File: config.mk
export PLATFORM = sky130hd
export DESIGN_NAME = jesd_test_pattern_generator
export DESIGN_NICKNAME = d
export VERILOG_FILES = /design/src/jesd_test_pattern_generator.sv /design/src/pattern_skid_buffer.sv
export SDC_FILE = /design/constraint.sdc
export NUM_CORES = 1
export LEC_CHECK = 0
export BUFFER_PORTS_ARGS = -buffer_cell sky130_fd_sc_hd__buf_2
export CAP_MARGIN = 20
export CORE_UTILIZATION = 45
export CTS_BUF_LIST = sky130_fd_sc_hd__clkbuf_8
export CTS_CLUSTER_SIZE = 12
export DETAILED_ROUTE_END_ITERATION = 10
export SLEW_MARGIN = 10
export SYNTH_ARGS = -nofsm -noshare
export SYNTH_HDL_FRONTEND = slang
export SYNTH_SLANG_ARGS = --single-unit
File: constraint.sdc
create_clock -name I_MCLK -period 7.4 [get_ports I_MCLK]
set_input_delay 0 -clock I_MCLK [delete_from_list [all_inputs] [get_ports I_MCLK]]
set_output_delay 0 -clock I_MCLK [all_outputs]
set_load 0.01 [all_outputs]
File: src/jesd_test_pattern_generator.sv
// Purpose : Output test pattern source for a dual-link serial transmitter.
// Assumes : Link layer below supplies run, sync request and alignment end.
// Notes   : One beat carries one sample (or octet) for both links at once.
//
// Behaviour
// - Long pattern used when sample width 16.
// - Length is K times ceil((MS+2)/K).
// - Both links carry identical long pattern.
// - Frame zero samples equal converter index plus one.
// - Converter numbering restarts per link; I=0, Q=1.
// - Frame one samples equal sample position plus one.
// - Later frames carry mid-scale, two to N-1.
// - One control bit walks per frame below MS.
// - Control bits zero from frame MS onward.
// - Pattern starts after alignment, repeats while running.
// - D21.5 mode streams D21.5, either encoding.
// - K28.5 mode streams K28.5, 8b/10b only.
// - Repeated alignment mode never enters data phase.
// - Sync request forces code sync, then alignment, in long and repeated alignment modes.
// - RPAT mode repeats twelve fixed octets in order, 8b/10b only.
`timescale 1ns/10ps

package pattern_pkg;

    // ****************************************************************
    // Modes, states and constants
    // ****************************************************************
    typedef enum logic [2:0] {
        MODE_OFF     = 3'b000,
        MODE_LONG    = 3'b001,
        MODE_D215    = 3'b010,
        MODE_K285    = 3'b011,
        MODE_REP_ILA = 3'b100,
        MODE_RPAT    = 3'b101
    } mode_t;

    typedef enum logic [1:0] {
        ST_IDLE = 2'b00,
        ST_CGS  = 2'b01,
        ST_ILAS = 2'b10,
        ST_DATA = 2'b11
    } link_state_t;

    localparam logic [4:0]  NPRIME_LONG = 5'h10;
    localparam logic [4:0]  WORD_BITS   = 5'h10;
    localparam logic [4:0]  CTRL_POS    = 5'h0f;
    localparam int          PAYLOAD_W   = 34;
    localparam logic [7:0]  CHAR_D215   = 8'hb5;
    localparam logic [7:0]  CHAR_K285   = 8'hbc;
    localparam logic [3:0]  RPAT_LAST   = 4'hb;
    // Octet k of the RPAT sequence sits at bits [8k +: 8].
    localparam logic [95:0] RPAT_SEQ    = {
        8'h59, 8'h35, 8'hfb, 8'h5e, 8'h14, 8'hb3,
        8'h8f, 8'h6b, 8'h47, 8'h23, 8'hd7, 8'hbe};

endpackage : pattern_pkg

module jesd_test_pattern_generator
    import pattern_pkg::*;
(
    input  wire logic        I_MCLK,
    input  wire logic        I_RST_N,
    input  wire logic        I_CE,
    input  wire logic [2:0]  I_MODE,
    input  wire logic        I_ENC_64B66B,
    input  wire logic [4:0]  I_NPRIME,
    input  wire logic [4:0]  I_N_BITS,
    input  wire logic        I_CTRL_EN,
    input  wire logic [3:0]  I_CONV_COUNT,
    input  wire logic [3:0]  I_SAMPLES,
    input  wire logic [8:0]  I_FRAMES_MF,
    input  wire logic        I_LINK_RUN,
    input  wire logic        I_SYNC_REQ,
    input  wire logic        I_ILAS_DONE,
    output logic             O_CGS_ACTIVE,
    output logic             O_ILAS_ACTIVE,
    output logic             O_DATA_PHASE,
    output logic             O_VALID,
    input  wire logic        I_READY,
    output logic [15:0]      O_FIRST_LINK_LANE,
    output logic [15:0]      O_SECOND_LINK_LANE,
    output logic             O_CHAR_K,
    output logic             O_FRAME_END
);

    // ****************************************************************
    // Configuration capture
    // ****************************************************************
    mode_t       mode_q;
    logic        enc64_q;
    logic        nprime16_q;
    logic [4:0]  n_q;
    logic        ctrl_en_q;
    logic [3:0]  m_q;
    logic [3:0]  s_q;
    logic [8:0]  k_q;

    // Settings are taken only while the link is down, so a running
    // pattern never sees its geometry change under it.
    always_ff @(posedge I_MCLK) begin
        if (!I_RST_N) begin
            mode_q     <= MODE_OFF;
            enc64_q    <= 1'b0;
            nprime16_q <= 1'b0;
            n_q        <= 5'h0f;
            ctrl_en_q  <= 1'b0;
            m_q        <= 4'h1;
            s_q        <= 4'h1;
            k_q        <= 9'h001;
        end else if (I_CE && !I_LINK_RUN) begin
            mode_q     <= mode_t'(I_MODE);
            enc64_q    <= I_ENC_64B66B;
            nprime16_q <= (I_NPRIME == NPRIME_LONG);
            n_q        <= I_N_BITS;
            ctrl_en_q  <= I_CTRL_EN;
            m_q        <= I_CONV_COUNT;
            s_q        <= I_SAMPLES;
            k_q        <= I_FRAMES_MF;
        end
    end

    // ****************************************************************
    // Link sequencing
    // ****************************************************************
    link_state_t state_q;
    link_state_t state_d;
    logic        uses_link;

    assign uses_link = (mode_q == MODE_LONG) || (mode_q == MODE_REP_ILA);

    // A sync request forces code group sync once the link has left idle; repeated alignment
    // loops in the alignment state and never reaches the data phase.
    always_comb begin
        state_d = state_q;
        unique case (state_q)
            ST_IDLE: if (uses_link) state_d = ST_CGS;
            ST_CGS:  if (!I_SYNC_REQ) state_d = ST_ILAS;
            ST_ILAS: begin
                if (I_SYNC_REQ) begin
                    state_d = ST_CGS;
                end else if (I_ILAS_DONE && mode_q == MODE_LONG) begin
                    state_d = ST_DATA;
                end
            end
            ST_DATA: if (I_SYNC_REQ) state_d = ST_CGS;
        endcase
        if (!I_LINK_RUN) state_d = ST_IDLE;
    end

    always_ff @(posedge I_MCLK) begin
        if (!I_RST_N) begin
            state_q <= ST_IDLE;
        end else if (I_CE) begin
            state_q <= state_d;
        end
    end

    assign O_CGS_ACTIVE  = (state_q == ST_CGS);
    assign O_ILAS_ACTIVE = (state_q == ST_ILAS);
    assign O_DATA_PHASE  = (state_q == ST_DATA);

    // ****************************************************************
    // Pattern position
    // ****************************************************************
    logic [3:0]  samp_q;
    logic [3:0]  conv_q;
    logic [7:0]  beat_q;
    logic [8:0]  frame_q;
    logic [8:0]  mf_q;
    logic [3:0]  rpat_q;
    logic        buf_ready;
    logic        gen_valid;
    logic        fire;
    logic        samp_last;
    logic        frame_end;
    logic        mf_last;
    logic        pat_end;
    logic [8:0]  ms_frames;
    logic        long_on;

    assign long_on   = (state_q == ST_DATA) && nprime16_q;
    assign ms_frames = {5'h00, m_q} * {5'h00, s_q};
    assign samp_last = (samp_q == s_q - 4'h1);
    assign frame_end = samp_last && (conv_q == m_q - 4'h1);
    assign mf_last   = (mf_q == k_q - 9'h001);
    // Ends on the multiframe edge after at least MS+2 frames.
    assign pat_end   = frame_end && mf_last
                       && (frame_q + 9'h001 >= ms_frames + 9'h002);
    assign fire      = gen_valid && buf_ready && I_CE;

    // Counters hold zero outside the data phase, so the first frame after
    // alignment, and after any restart, is frame zero.
    always_ff @(posedge I_MCLK) begin
        if (!I_RST_N || (I_CE && state_q != ST_DATA)) begin
            samp_q  <= 4'h0;
            conv_q  <= 4'h0;
            beat_q  <= 8'h00;
            frame_q <= 9'h000;
            mf_q    <= 9'h000;
        end else if (fire) begin
            samp_q <= samp_last ? 4'h0 : samp_q + 4'h1;
            beat_q <= frame_end ? 8'h00 : beat_q + 8'h01;
            if (frame_end) begin
                conv_q  <= 4'h0;
                frame_q <= pat_end ? 9'h000 : frame_q + 9'h001;
                mf_q    <= mf_last ? 9'h000 : mf_q + 9'h001;
            end else if (samp_last) begin
                conv_q <= conv_q + 4'h1;
            end
        end
    end

    // The RPAT index walks 0..11 and wraps.
    always_ff @(posedge I_MCLK) begin
        if (!I_RST_N || (I_CE && mode_q != MODE_RPAT)) begin
            rpat_q <= 4'h0;
        end else if (fire) begin
            rpat_q <= (rpat_q == RPAT_LAST) ? 4'h0 : rpat_q + 4'h1;
        end
    end

    // ****************************************************************
    // Beat contents
    // ****************************************************************
    // Converter index counts I then Q inside a link and starts at zero
    // again for the second link, so both links build the same words.
    function automatic logic [15:0] sample_word(
        input logic [8:0] frame,
        input logic [3:0] conv,
        input logic [3:0] samp,
        input logic [7:0] beat,
        input logic [4:0] n,
        input logic       ctrl_en,
        input logic [8:0] ms
    );
        logic [15:0] value;
        logic [15:0] word;
        value = 16'h0001 << (n - 5'h01);
        if (frame == 9'h000) value = {12'h000, conv} + 16'h0001;
        if (frame == 9'h001) value = {12'h000, samp} + 16'h0001;
        word = value << (WORD_BITS - n);
        if (ctrl_en && frame < ms && {1'b0, beat} == frame) begin
            word = word | (16'h0001 << (CTRL_POS - n));
        end
        return word;
    endfunction : sample_word

    logic [15:0] word_a;
    logic [15:0] word_b;
    logic [7:0]  octet;
    logic        octet_k;
    logic        octet_valid;
    logic [15:0] beat_a;
    logic [15:0] beat_b;
    logic        beat_end;

    // Both links compute from the same converter numbering, conv_q.
    assign word_a = sample_word(frame_q, conv_q, samp_q, beat_q, n_q,
                                ctrl_en_q, ms_frames);
    assign word_b = sample_word(frame_q, conv_q, samp_q, beat_q, n_q,
                                ctrl_en_q, ms_frames);

    // Octet modes need a running link; K28.5 and RPAT have no 64b/66b
    // form, so they stay silent with that encoding.
    assign octet_valid = I_LINK_RUN && (
        (mode_q == MODE_D215) ||
        (mode_q == MODE_K285 && !enc64_q) ||
        (mode_q == MODE_RPAT && !enc64_q));
    assign octet = (mode_q == MODE_D215) ? CHAR_D215 :
                   (mode_q == MODE_K285) ? CHAR_K285 :
                   RPAT_SEQ[{rpat_q, 3'b000} +: 8];
    assign octet_k = (mode_q == MODE_K285);

    assign gen_valid = (mode_q == MODE_LONG) ? long_on : octet_valid;
    assign beat_a = (mode_q == MODE_LONG) ? word_a : {8'h00, octet};
    assign beat_b = (mode_q == MODE_LONG) ? word_b : {8'h00, octet};
    assign beat_end = (mode_q == MODE_LONG) ? frame_end :
                      (mode_q == MODE_RPAT && rpat_q == RPAT_LAST);

    // ****************************************************************
    // Output buffer
    // ****************************************************************
    // A receiver stall backs up into this buffer and then freezes the
    // pattern counters, so no beat is dropped or repeated.
    pattern_skid_buffer #(
        .WIDTH (PAYLOAD_W)
    ) u_buffer (
        .i_clk   (I_MCLK),
        .i_rst_n (I_RST_N),
        .i_ce    (I_CE),
        .i_valid (gen_valid),
        .o_ready (buf_ready),
        .i_data  ({beat_end, octet_k, beat_a, beat_b}),
        .o_valid (O_VALID),
        .i_ready (I_READY),
        .o_data  ({O_FRAME_END, O_CHAR_K, O_FIRST_LINK_LANE,
                   O_SECOND_LINK_LANE})
    );

    logic [15:0] samp_field;
    logic        ctrl_bit;
    logic        long_beat;

    assign samp_field = word_a >> (WORD_BITS - n_q);
    assign ctrl_bit   = |(word_a & (16'h0001 << (CTRL_POS - n_q)));
    assign long_beat  = gen_valid && mode_q == MODE_LONG;
endmodule : jesd_test_pattern_generator

File: src/pattern_skid_buffer.sv
// Purpose : Two-entry buffer between the pattern source and the lane output.
// Assumes : One clock, synchronous active-low reset, clock enable.
// Notes   : Data out comes straight from a register; ready is combinational.
`timescale 1ns/10ps

module pattern_skid_buffer #(
    parameter int WIDTH = 8
) (
    input  wire logic             i_clk,
    input  wire logic             i_rst_n,
    input  wire logic             i_ce,
    input  wire logic             i_valid,
    output logic                  o_ready,
    input  wire logic [WIDTH-1:0] i_data,
    output logic                  o_valid,
    input  wire logic             i_ready,
    output logic      [WIDTH-1:0] o_data
);

    // ****************************************************************
    // Occupancy and handshake
    // ****************************************************************
    logic [1:0]       count_q;
    logic [1:0]       count_d;
    logic [WIDTH-1:0] spare_q;
    logic             push;
    logic             pop;

    // A full buffer refuses the source, so a stalled sink loses no word.
    assign o_ready = (count_q != 2'h2);
    assign o_valid = (count_q != 2'h0);
    assign push    = i_valid && o_ready;
    assign pop     = o_valid && i_ready;
    assign count_d = count_q + {1'b0, push} - {1'b0, pop};

    // ****************************************************************
    // Storage
    // ****************************************************************
    // The head feeds the output; the spare holds a word caught in a stall.
    always_ff @(posedge i_clk) begin
        if (!i_rst_n) begin
            count_q <= 2'h0;
            o_data  <= '0;
            spare_q <= '0;
        end else if (i_ce) begin
            count_q <= count_d;
            if (pop) begin
                o_data <= (count_q == 2'h2) ? spare_q : i_data;
            end else if (push && count_q == 2'h0) begin
                o_data <= i_data;
            end
            if (push && !pop && count_q == 2'h1) begin
                spare_q <= i_data;
            end
        end
    end

endmodule : pattern_skid_buffer

==> out/metrics.cfg, run 1 <==
[status]
outcome=finished, final reports clean

[worst_setup_path]
path_buf_inv=2
crit_chain=nand2_1 -> fa_1 -> inv_1 -> fa_1 -> ha_1 -> a211oi_1 -> nor2_1 -> o21a_1 -> nor2_1 -> xnor2_1 -> inv_1 -> ha_1 -> nand3b_1 -> a211oi_1 -> nor2_1 -> and4_1 -> a211oi_1 -> o221ai_1
cp_data_required_time_ns=7.67
start_kind=flip-flop
cpPeakStageDelay_ns=0.55
path_class=reg -> reg
crit_slowest_cell=fa_1
cpLargestDelayFamily=adder cells
crit_fanout=9
cp-end-kind=flip-flop
crit_arrival_ns=5.43

[clocking]
cts.sinks=106
clockRootBuffer=clkbuf_8
cts_tree=yes
insertion_delay_ns=0.40
clkTransAtPathRegs_ns=0.11
max-clock-path-buffers=2
cts-resized-gates=0
numCtsBuffers=9
cts-htree-levels=3

[timing]
setup_viol=0
relSlewSlack_pct=28.3
period_minus_slack_ns=5.16
fmax_ghz=0.194
skew_ns=0.0118
hold_slack_ns=0.0142
slew_viol_final=0
rsz0062_at_grt=false
period_share_pct=69.7
finalSetupTns_ns=0
final_hold_viol_count=0
worst_pin_slew_ns=1.07
worst_slack_ns=2.24

[job]
maxCapViolations=0

[die]
design.core.area_sq_um=17900
dieHeight_um=137
rows=49
initial_core_util_pct=45.9
io_pins=77
die_width_um=137
die_area_sq_um=18800

[logic_synthesis]
synth_area_leaders=dfxtp_1, ha_1, nand2_1
synth_top_cells_by_count=nand2_1, dfxtp_1, nor2_1
synth_top_area_cell=dfxtp_1
async_flop_share_pct=0
synth-compound-area-share_pct=24.1
netlist_area_sq_um=8220
ys_seq_area_share_pct=25.8
synth_top_family_by_area=simple AND/OR/NAND/NOR gates
synthMuxAreaShare_pct=1.45
synth-edff-count=0
syn_inst=1056
yosys_warnings=0
synthMostInstantiatedCell=nand2_1
synth_seq_cells=106
synth_top_area_share_pct=25.8
synthXorXnorAreaFrac_pct=7.49
synth_cell_types=90
syn_nets=1160
synthAdderAreaFrac_pct=10.3
synth_area_per_cell_sq_um=7.78
synth-main-ff-cell=dfxtp_1
synth-simple-area-share_pct=24.5

[place]
port_buffers=76
place.gp.congestion=0.891
dpl.hpwl_um=15900
placed_cells=1288
post-place-ws_ns=2.30

[global_routing]
grt_overflow_total=0
antenna_found_initial=0
grt_pass1_vias=7015
grt_usage_pct=24.1
grt_max_degree=81
grt_pass1_wl_um=35700

[drt]
vias=7724
routed_via_density=5.79
dr.first_iter.drc_count=571
wirelength_met1_um=10800
dr_wl_met2_um=9600
top_layer=met4
drcViolationCount=0
wirelength_um=22000
ant_nets=0
first_pass_iters=5
wl_per_cell_um=16.5
dr_wl_met3_um=1090

[min_path]
hold_class=in -> reg

[cells_and_area]
syn_to_final_growth_pct=10.5
drive_gt1_share_pct=11.8
instances_no_fill=1333
nets=1204
n_antenna_cell=0
nFillCells=1752

[power]
ir_worst_vdd_mv=0.106
powerDensity_nw_per_um2=137
power_leakage_nw=3.77

[per-layer routing]
| layer | GRT usage, % | vias to the layer above |
|---|---|---|
| met1 | 33.3 | 3611 |
| met3 | 4.63 | 35 |
| li1 | - | 3864 |
| met4 | 8.06 | 0 |
| met5 | 0 | - |
| met2 | 37.4 | 214 |
[worst reg2reg max path: stages, from the launching register on]
cell and delay, ns:
dfxtp_1 0.45, nand2_1 0.11, fa_1 0.55, inv_1 0.06, fa_1 0.49, ha_1 0.31, a211oi_1 0.38, nor2_1 0.14
o21a_1 0.19, nor2_1 0.11, xnor2_1 0.22, inv_1 0.08, ha_1 0.30, nand3b_1 0.10, a211oi_1 0.48, nor2_1 0.34
and4_1 0.28, a211oi_1 0.27, o221ai_1 0.15
[placed cells by master (no fill, tap or decap), drive strengths merged, types with 7 or more instances in the layout]
cell type / n
clkbuf: 10
a211oi: 7
or3: 7
xor2: 37
a21o: 7
nor2: 89
inv: 39
nand3: 48
nor4: 8
o21ai: 57
and2: 15
nor2b: 14
and3: 12
a21oi: 63
dfxtp: 106
dlygate4sd3: 30
nand3b: 7
buf: 82
nor3: 21
a21boi: 30
xnor2: 28
or2: 7
nand2b: 18
o211ai: 22
a22oi: 7
o221ai: 7
ha: 61
nand2: 124
nand4: 13
[registers in the layout, indices dropped and copies added (netlist names)]
signal	cells
nprime16_q	1
frame_q	9
u_buffer.count_q	2
m_q	4
s_q	4
enc64_q	1
k_q	9
beat_q	8
n_q	5
u_buffer.spare_q	18
mode_q	3
conv_q	4
u_buffer.o_data	18
state_q	2
rpat_q	4
samp_q	4
mf_q	9
ctrl_en_q	1
[cell type report]
class	count	area [sq um]	share of cell area [%]
sequential	106	2120	23.4
clock inverter	5	78.8	0.868
clock buffer	10	138	1.52
tap	229	287	3.15
multi-input combinational	831	5580	61.5
inverter	40	150	1.65
timing repair buffer	112	726	7.99
[through the flow]
stage                     total power [mW]  area (sq um)  utilization [%]
after floorplan                      0.771          8220                -
after global placement               0.834          8570             47.8
after detailed placement             0.834          8570             47.8
after CTS                             1.26          9080             50.7
after global routing                  1.31          9080             50.7
final                                 1.25          9080             50.7
[cell families (layout without fill, tap and decap cells)]
group,after synthesis,in the layout
buffers and inverters,119,167
muxes,9,9
AOI/OAI and AO/OA,285,285
and+or+nand+nor,405,405
xor gates and xnor gates,67,67
adders and majority gates,65,65
DFF,106,106
[what timing repair did]
item                       4_1_cts  5_1_grt
hold buffers                    30        0
buffers inserted                 0        0
setup endpoints to repair        0        0
hold endpoints to repair        30        0
[final timing paths]
check | from | end | slack, ns | cells past startpoint
setup / recovery | s_q[3]$_SDFFE_PN0P_ | u_buffer.o_data[30]$_SDFFE_PN0P_ | 2.24 | 18
hold / removal | I_CE | u_buffer.count_q[0]$_SDFFE_PN0P_ | 0.01 | 3
setup reg to reg | s_q[3]$_SDFFE_PN0P_ | u_buffer.o_data[30]$_SDFFE_PN0P_ | 2.24 | 18
hold reg to reg | u_buffer.spare_q[27]$_SDFFE_PN0P_ | u_buffer.spare_q[27]$_SDFFE_PN0P_ | 0.46 | 2
[report_power, final]
part           switching [mW]  total (mW)  internal (mW)
Clock                   0.213       0.410          0.198
Sequential             0.0181       0.602          0.584
Combinational           0.141       0.234         0.0925
Total                   0.372        1.25          0.874
(Power assumes the default switching activity.)
==> inputs of run 2 (changes only) <==
--- a/config.mk
+++ b/config.mk
@@ -11,6 +11,7 @@
 export CTS_BUF_LIST = sky130_fd_sc_hd__clkbuf_8
 export CTS_CLUSTER_SIZE = 12
 export DETAILED_ROUTE_END_ITERATION = 10
+export PLACE_DENSITY = 0.66
 export SLEW_MARGIN = 10
 export SYNTH_ARGS = -nofsm -noshare
 export SYNTH_HDL_FRONTEND = slang
==> constraint.sdc (replaced) <==
create_clock -name I_MCLK -period 4.68 [get_ports I_MCLK]
set_input_delay 0 -clock I_MCLK [delete_from_list [all_inputs] [get_ports I_MCLK]]
set_output_delay 0 -clock I_MCLK [all_outputs]
set_load 0.01 [all_outputs]
==> out/metrics.cfg, run 2 (same netlist as run 1, synthesis figures left out) <==
[status]
outcome=finished, final reports clean  ; unchanged

[worst_setup_path]
cp-end-kind=flip-flop  ; unchanged
crit_top_cell=inv_1
crit_fanout=7  ; was 9
cpPeakStageDelay_ns=0.56  ; was 0.55 ns
cp_data_required_time_ns=4.98  ; was 7.67 ns
crit_slowest_cell=fa_1  ; unchanged
start_kind=flip-flop  ; unchanged
crit_chain=nand2_1 -> fa_1 -> inv_1 -> fa_1 -> inv_1 -> fa_1 -> inv_1 -> a21o_1 -> a21oi_1 -> xnor2_2 -> inv_1 -> ha_1 -> nand3b_1 -> a211oi_2 -> buf_4 -> nor3_1 -> buf_4 -> a31o_2 -> a221oi_1 -> nor2_1  ; was nand2_1 -> fa_1 -> inv_1 -> fa_1 -> ha_1 -> a211oi_1 -> nor2_1 -> o21a_1 -> nor2_1 -> xnor2_1 -> inv_1 -> ha_1 -> nand3b_1 -> a211oi_1 -> nor2_1 -> and4_1 -> a211oi_1 -> o221ai_1
path_class=reg -> reg  ; unchanged
crit_arrival_ns=4.74  ; was 5.43 ns

[clocking]
cts-htree-levels=3  ; unchanged
cts_tree=yes  ; unchanged
insertion_delay_ns=0.40  ; about the same
clockRootBuffer=clkbuf_8  ; unchanged
clkTransAtPathRegs_ns=0.12  ; was 0.11 ns
max-clock-path-buffers=2  ; unchanged
cts.sinks=106  ; unchanged
numCtsBuffers=9  ; unchanged

[die]
design.core.area_sq_um=17900  ; unchanged
die_area_sq_um=18800  ; unchanged
rows=49  ; unchanged
initial_core_util_pct=45.9  ; unchanged
dieHeight_um=137  ; unchanged
die_width_um=137  ; unchanged
io_pins=77  ; unchanged

[place]
dpl.hpwl_um=16300  ; was 15900 um
place.gp.congestion=0.941  ; was 0.891
port_buffers=76  ; unchanged

[cells_and_area]
nets=1230  ; was 1204
drive_gt1_share_pct=14.1  ; was 11.8%
final_common_cell=nand2_1  ; unchanged
multi_input_area_sq_um=5630  ; was 5580 sq um
n_antenna_cell=0  ; unchanged
nFillCells=1727  ; was 1752
final-seq-area_sq_um=2120  ; unchanged
syn_to_final_growth_pct=13.4  ; was 10.5%
top_regs=u_buffer.o_data: 18 flops, u_buffer.spare_q: 18 flops  ; unchanged
layout_common_cells=nand2_1, dfxtp_1, nor2_1, buf_2, a21oi_1  ; unchanged
postLayoutCoreUtil_pct=52.1  ; was 50.7%

[timing]
final_hold_viol_count=0  ; unchanged
worst_pin_slew_ns=1.13  ; was 1.07 ns
skew_ns=0.0125  ; was 0.0118 ns
fmax_ghz=0.225  ; was 0.194 GHz
period_share_pct=94.8  ; was 69.7%
slew_viol_final=0  ; unchanged
setup_viol=0  ; unchanged
finalSetupTns_ns=0  ; unchanged
period_minus_slack_ns=4.44  ; was 5.16 ns
rsz0062_at_grt=false  ; unchanged
relSlewSlack_pct=24.9  ; was 28.3%

[drt]
dr.first_iter.drc_count=717  ; was 571
dr_wl_met2_um=10300  ; was 9600 um
ant_nets=0  ; unchanged
routed_via_density=5.86  ; was 5.79
dr_wl_met3_um=1020  ; was 1090 um
drcViolationCount=0  ; unchanged
wirelength_met1_um=10800  ; about the same
wl_per_cell_um=16.8  ; was 16.5 um
top_layer=met4  ; unchanged
wirelength_um=22800  ; was 22000 um
vias=7968  ; was 7724
first_pass_iters=5  ; unchanged

[global_routing]
grt_pass1_wl_um=37200  ; was 35700 um
grt_max_degree=64  ; was 81
grt_pass1_vias=7318  ; was 7015
grt_overflow_total=0  ; unchanged
antenna_found_initial=0  ; unchanged
grt_usage_pct=25.1  ; was 24.1%

[min_path]
hold_class=in -> reg  ; unchanged

[power]
power_leakage_nw=3.89  ; was 3.77 nW
powerDensity_nw_per_um2=212  ; was 137 nW/um^2
ir_worst_vdd_mv=0.119  ; was 0.106 mV

[job]
maxCapViolations=0  ; unchanged

## run 2: cell count changes in the layout (fill, tap and decap cells not counted), moves of 2 or more
cell           change
clkinv_2           -2
inv_8              +2
a211oi_1           -2
a211oi_2           +2
clkinvlp_4         +2
dlygate4sd3_1      +4
buf_4             +22
## run 2: per-layer routing
layer / global-route usage, % / vias up
li1: - / 3918
met2: 39.9 / 229
met5: 0 / -
met3: 3.22 / 50
met4: 9.89 / 0
met1: 34.2 / 3771
## run 2: path summary, 6_finish.rpt
check	startpoint	to	slack (ns)	depth (start not counted)
max reg2reg	s_q[3]$_SDFFE_PN0P_	u_buffer.o_data[18]$_SDFFE_PN0P_	0.24	20
min	I_RST_N	k_q[6]$_SDFFE_PN0P_	0.03	2
min reg2reg	u_buffer.spare_q[27]$_SDFFE_PN0P_	u_buffer.spare_q[27]$_SDFFE_PN0P_	0.46	2
max	s_q[3]$_SDFFE_PN0P_	u_buffer.o_data[18]$_SDFFE_PN0P_	0.24	20
## run 2: worst max-delay path: cells and delay by family, from the launching register on
family / cells / cell delay, ns
buf+inv: 6 / 0.64
compound gates: 5 / 0.93
flops: 1 / 0.34
xor+xnor: 1 / 0.27
fa+ha+maj: 4 / 1.84
simple gates: 4 / 0.30
## run 2: area by class of cell
| class | count | share of cell area [%] |
|---|---|---|
| multi-input combinational | 831 | 60.3 |
| sequential | 106 | 22.8 |
| timing repair buffer | 138 | 9.98 |
| tap | 229 | 3.07 |
| inverter | 40 | 1.61 |
| clock buffer | 9 | 1.33 |
| clock inverter | 7 | 0.913 |
## run 2: metrics by stage
step / total power, mW / worst slack, ns / std cells / instance area (sq um) / hold WS, ns
2_1_floorplan: 1.22 / 0.381 / 1056 / 8220 / 0.139
3_3_place_gp: 1.33 / 0.115 / 1309 / 8720 / 0.228
3_5_place_dp: 1.33 / 0.0192 / 1309 / 8720 / 0.243
4_1_cts: 1.97 / 0.00976 / 1359 / 9270 / 0.0161
5_1_grt: 2.06 / 0.0111 / 1360 / 9320 / 0.0384
6_report: 1.97 / 0.242 / 1360 / 9320 / 0.0328
## run 2: power breakdown
| part | switching [mW] | total, mW | internal [mW] |
|---|---|---|---|
| Clock | 0.371 | 0.629 | 0.258 |
| Sequential | 0.0232 | 0.947 | 0.923 |
| Combinational | 0.236 | 0.397 | 0.160 |
| Total | 0.631 | 1.97 | 1.34 |
## run 2: what timing repair did
| action | CTS | global route |
|---|---|---|
| endpoints found under the setup margin | 0 | 41 |
| hold buffers | 34 | 0 |
| hold endpoints to repair | 31 | 0 |
| buffers inserted | 0 | 1 |
| resized for setup | 0 | 9 |
==> inputs of run 3 (changes only) <==
--- a/config.mk
+++ b/config.mk
@@ -7,6 +7,7 @@
 export LEC_CHECK = 0
 export BUFFER_PORTS_ARGS = -buffer_cell sky130_fd_sc_hd__buf_2
 export CAP_MARGIN = 20
+export CORE_MARGIN = 8
 export CORE_UTILIZATION = 45
 export CTS_BUF_LIST = sky130_fd_sc_hd__clkbuf_8
 export CTS_CLUSTER_SIZE = 12
==> out/metrics.cfg, run 3 (same netlist as run 1, synthesis figures left out) <==
[worst_setup_path]
path_buf_inv=4  ; was 6
cp_data_required_time_ns=5.01  ; was 4.98 ns
rr_endpoint=u_buffer.spare_q[23]$_SDFFE_PN0P_  ; was u_buffer.o_data[18]$_SDFFE_PN0P_
path_class=reg -> reg  ; unchanged
r2r_start=s_q[3]$_SDFFE_PN0P_  ; unchanged
crit_slowest_cell=fa_1  ; unchanged
crit_arrival_ns=4.81  ; was 4.74 ns
start_kind=flip-flop  ; unchanged
rr_worst_depth=20  ; unchanged
r2r_setup_slack_ns=0.20  ; was 0.24 ns
cp-end-kind=flip-flop  ; unchanged
cpLargestDelayFamily=adder cells  ; unchanged
crit_chain=buf_4 -> and2_1 -> fa_1 -> ha_1 -> ha_1 -> o21ai_0 -> nor2_2 -> o21a_1 -> nor2_2 -> xnor2_2 -> inv_1 -> ha_1 -> nand3b_1 -> a211oi_4 -> buf_6 -> nor3_1 -> buf_4 -> a21o_1 -> or2_1 -> a32o_1  ; was nand2_1 -> fa_1 -> inv_1 -> fa_1 -> inv_1 -> fa_1 -> inv_1 -> a21o_1 -> a21oi_1 -> xnor2_2 -> inv_1 -> ha_1 -> nand3b_1 -> a211oi_2 -> buf_4 -> nor3_1 -> buf_4 -> a31o_2 -> a221oi_1 -> nor2_1
crit_fanout=7  ; unchanged
cpPeakStageDelay_ns=0.49  ; was 0.56 ns
crit_top_cell=ha_1  ; was inv_1

[drt]
wl_per_cell_um=17.0  ; was 16.8 um
dr.first_iter.drc_count=636  ; was 717
ant_nets=0  ; unchanged
wirelength_um=23200  ; was 22800 um
drcViolationCount=0  ; unchanged
first_pass_iters=5  ; unchanged
vias=7960  ; was 7968
routed_via_density=5.86  ; about the same

[job]
maxCapViolations=0  ; unchanged

[clocking]
cts-htree-levels=3  ; unchanged
insertion_delay_ns=0.42  ; was 0.40 ns
clockRootBuffer=clkbuf_8  ; unchanged
clkTransAtPathRegs_ns=0.14  ; was 0.12 ns
cts_tree=yes  ; unchanged
cts.sinks=106  ; unchanged
max-clock-path-buffers=2  ; unchanged
numCtsBuffers=9  ; unchanged

[min_path]
hold_class=in -> reg  ; unchanged
min-delay-start=I_CE  ; was I_RST_N
min_path_cells=3  ; was 2
hold_end=u_buffer.count_q[0]$_SDFFE_PN0P_  ; was k_q[6]$_SDFFE_PN0P_

[place]
placed_cells=1304  ; was 1309
dpl.hpwl_um=16800  ; was 16300 um
place.gp.congestion=0.942  ; was 0.941
port_buffers=76  ; unchanged
place_area_sq_um=8690  ; was 8720 sq um

[timing]
worst_pin_slew_ns=1.03  ; was 1.13 ns
slew_viol_final=0  ; unchanged
final_hold_viol_count=0  ; unchanged
setup_viol=0  ; unchanged
fmax_ghz=0.223  ; was 0.225 GHz
period_minus_slack_ns=4.48  ; was 4.44 ns
hold_slack_ns=0.0142  ; was 0.0328 ns
relSlewSlack_pct=30.9  ; was 24.9%
skew_ns=0.0307  ; was 0.0125 ns
period_share_pct=95.8  ; was 94.8%

[die]
die_width_um=151  ; was 137 um
io_pins=77  ; unchanged
design.core.area_sq_um=18000  ; was 17900 sq um
rows=49  ; unchanged
dieHeight_um=151  ; was 137 um
die_area_sq_um=22800  ; was 18800 sq um
initial_core_util_pct=45.8  ; was 45.9%

[global_routing]
grt_pass1_vias=7614  ; was 7318
antenna_found_initial=0  ; unchanged
grt_pass1_wl_um=37800  ; was 37200 um
grt_usage_pct=20.4  ; was 25.1%
grt_max_degree=68  ; was 64
grt_overflow_total=0  ; unchanged

[cells_and_area]
instances_no_fill=1359  ; was 1360
syn_to_final_growth_pct=13.8  ; was 13.4%
top_regs=u_buffer.o_data: 18 flops, u_buffer.spare_q: 18 flops  ; unchanged
final_common_cell=nand2_1  ; unchanged
layout_common_cells=nand2_1, dfxtp_1, nor2_1, buf_2, a21oi_1  ; unchanged
final_area_sq_um=9360  ; was 9320 sq um
n_antenna_cell=0  ; unchanged
drive_gt1_share_pct=14.2  ; was 14.1%
nets=1229  ; was 1230

[status]
outcome=finished, final reports clean  ; unchanged

[power]
powerDensity_nw_per_um2=209  ; was 212 nW/um^2
power_leakage_nw=3.92  ; was 3.89 nW
ir_worst_vdd_mv=0.158  ; was 0.119 mV

==> run 3: changes by cell type in the layout (fill, tap and decap cells not counted), moves of 2 or more <==
| cell | previous run | this run |
|---|---|---|
| nor2_1 | 87 | 85 |
| dlygate4sd3_1 | 34 | 37 |
| clkinv_8 | 0 | 3 |
| nor2_2 | 0 | 2 |
| buf_4 | 28 | 23 |
==> run 3: tightest hold or removal path, stage by stage <==
cell	delay, ns
buf_2	0.19
mux2i_1	0.10
nor2b_1	0.09
==> run 3: layout make-up <==
cell class                 instances  area [sq um]
sequential                       106          2120
clock buffer                       9           124
multi-input combinational        831          5650
timing repair buffer             137           935
inverter                          40           150
fill                            1715          8610
tap                              229           287
clock inverter                     7          85.1
==> run 3: timing repair <==
action / 4_1_cts / 5_1_grt
endpoints found under the hold margin: 34 / 0
setup endpoints to repair: 20 / 35
setup buffers: 0 / 2
resized for setup: 3 / 12
hold buffers: 37 / 0
pin swaps: 0 / 3
==> run 3: through the flow <==
step / total power [mW] / worst slack (ns) / TNS (ns) / util, %
floorplan: 1.22 / 0.381 / 0 / -
global placement: 1.33 / 0.0556 / 0 / 48.4
detailed placement: 1.33 / -0.131 / -1.05 / 48.4
CTS: 1.95 / 0.0887 / 0 / 51.6
global route: 2.05 / -0.0513 / -0.0949 / 52.1
finish: 1.96 / 0.199 / 0 / 52.1
==> run 3: how the worst max path moves through the flow <==
| stage | from | end | slack (ns) | cells past startpoint |
|---|---|---|---|---|
| 3_5_place_dp | m_q[0]$_SDFFE_PN1P_ | u_buffer.o_data[28]$_SDFFE_PN0P_ | -0.13 | 19 |
| 2_1_floorplan | s_q[3]$_SDFFE_PN0P_ | u_buffer.spare_q[23]$_SDFFE_PN0P_ | 0.38 | 18 |
| 4_1_cts | m_q[0]$_SDFFE_PN1P_ | u_buffer.spare_q[23]$_SDFFE_PN0P_ | 0.09 | 19 |
| 3_3_place_gp | s_q[3]$_SDFFE_PN0P_ | u_buffer.o_data[28]$_SDFFE_PN0P_ | 0.06 | 19 |
| 5_1_grt | m_q[2]$_SDFFE_PN0P_ | u_buffer.spare_q[23]$_SDFFE_PN0P_ | -0.05 | 20 |
| 6_report | s_q[3]$_SDFFE_PN0P_ | u_buffer.spare_q[23]$_SDFFE_PN0P_ | 0.20 | 20 |
==> run 3: report_power, final <==
part | switching (mW) | internal (mW)
registers | 0.0260 | 0.924
clock network | 0.398 | 0.214
logic | 0.234 | 0.160
total | 0.658 | 1.30
==> run 3: routing by layer <==
metal	vias to the layer above	wire, um	GRT usage [%]	part of all wire (%)
met4	0	587	9.05	2.5
met3	32	1180	2.27	5.1
li1	3907	-	-	-
met5	-	0	0	0
met2	268	10800	33.6	47
met1	3753	10600	26.5	46
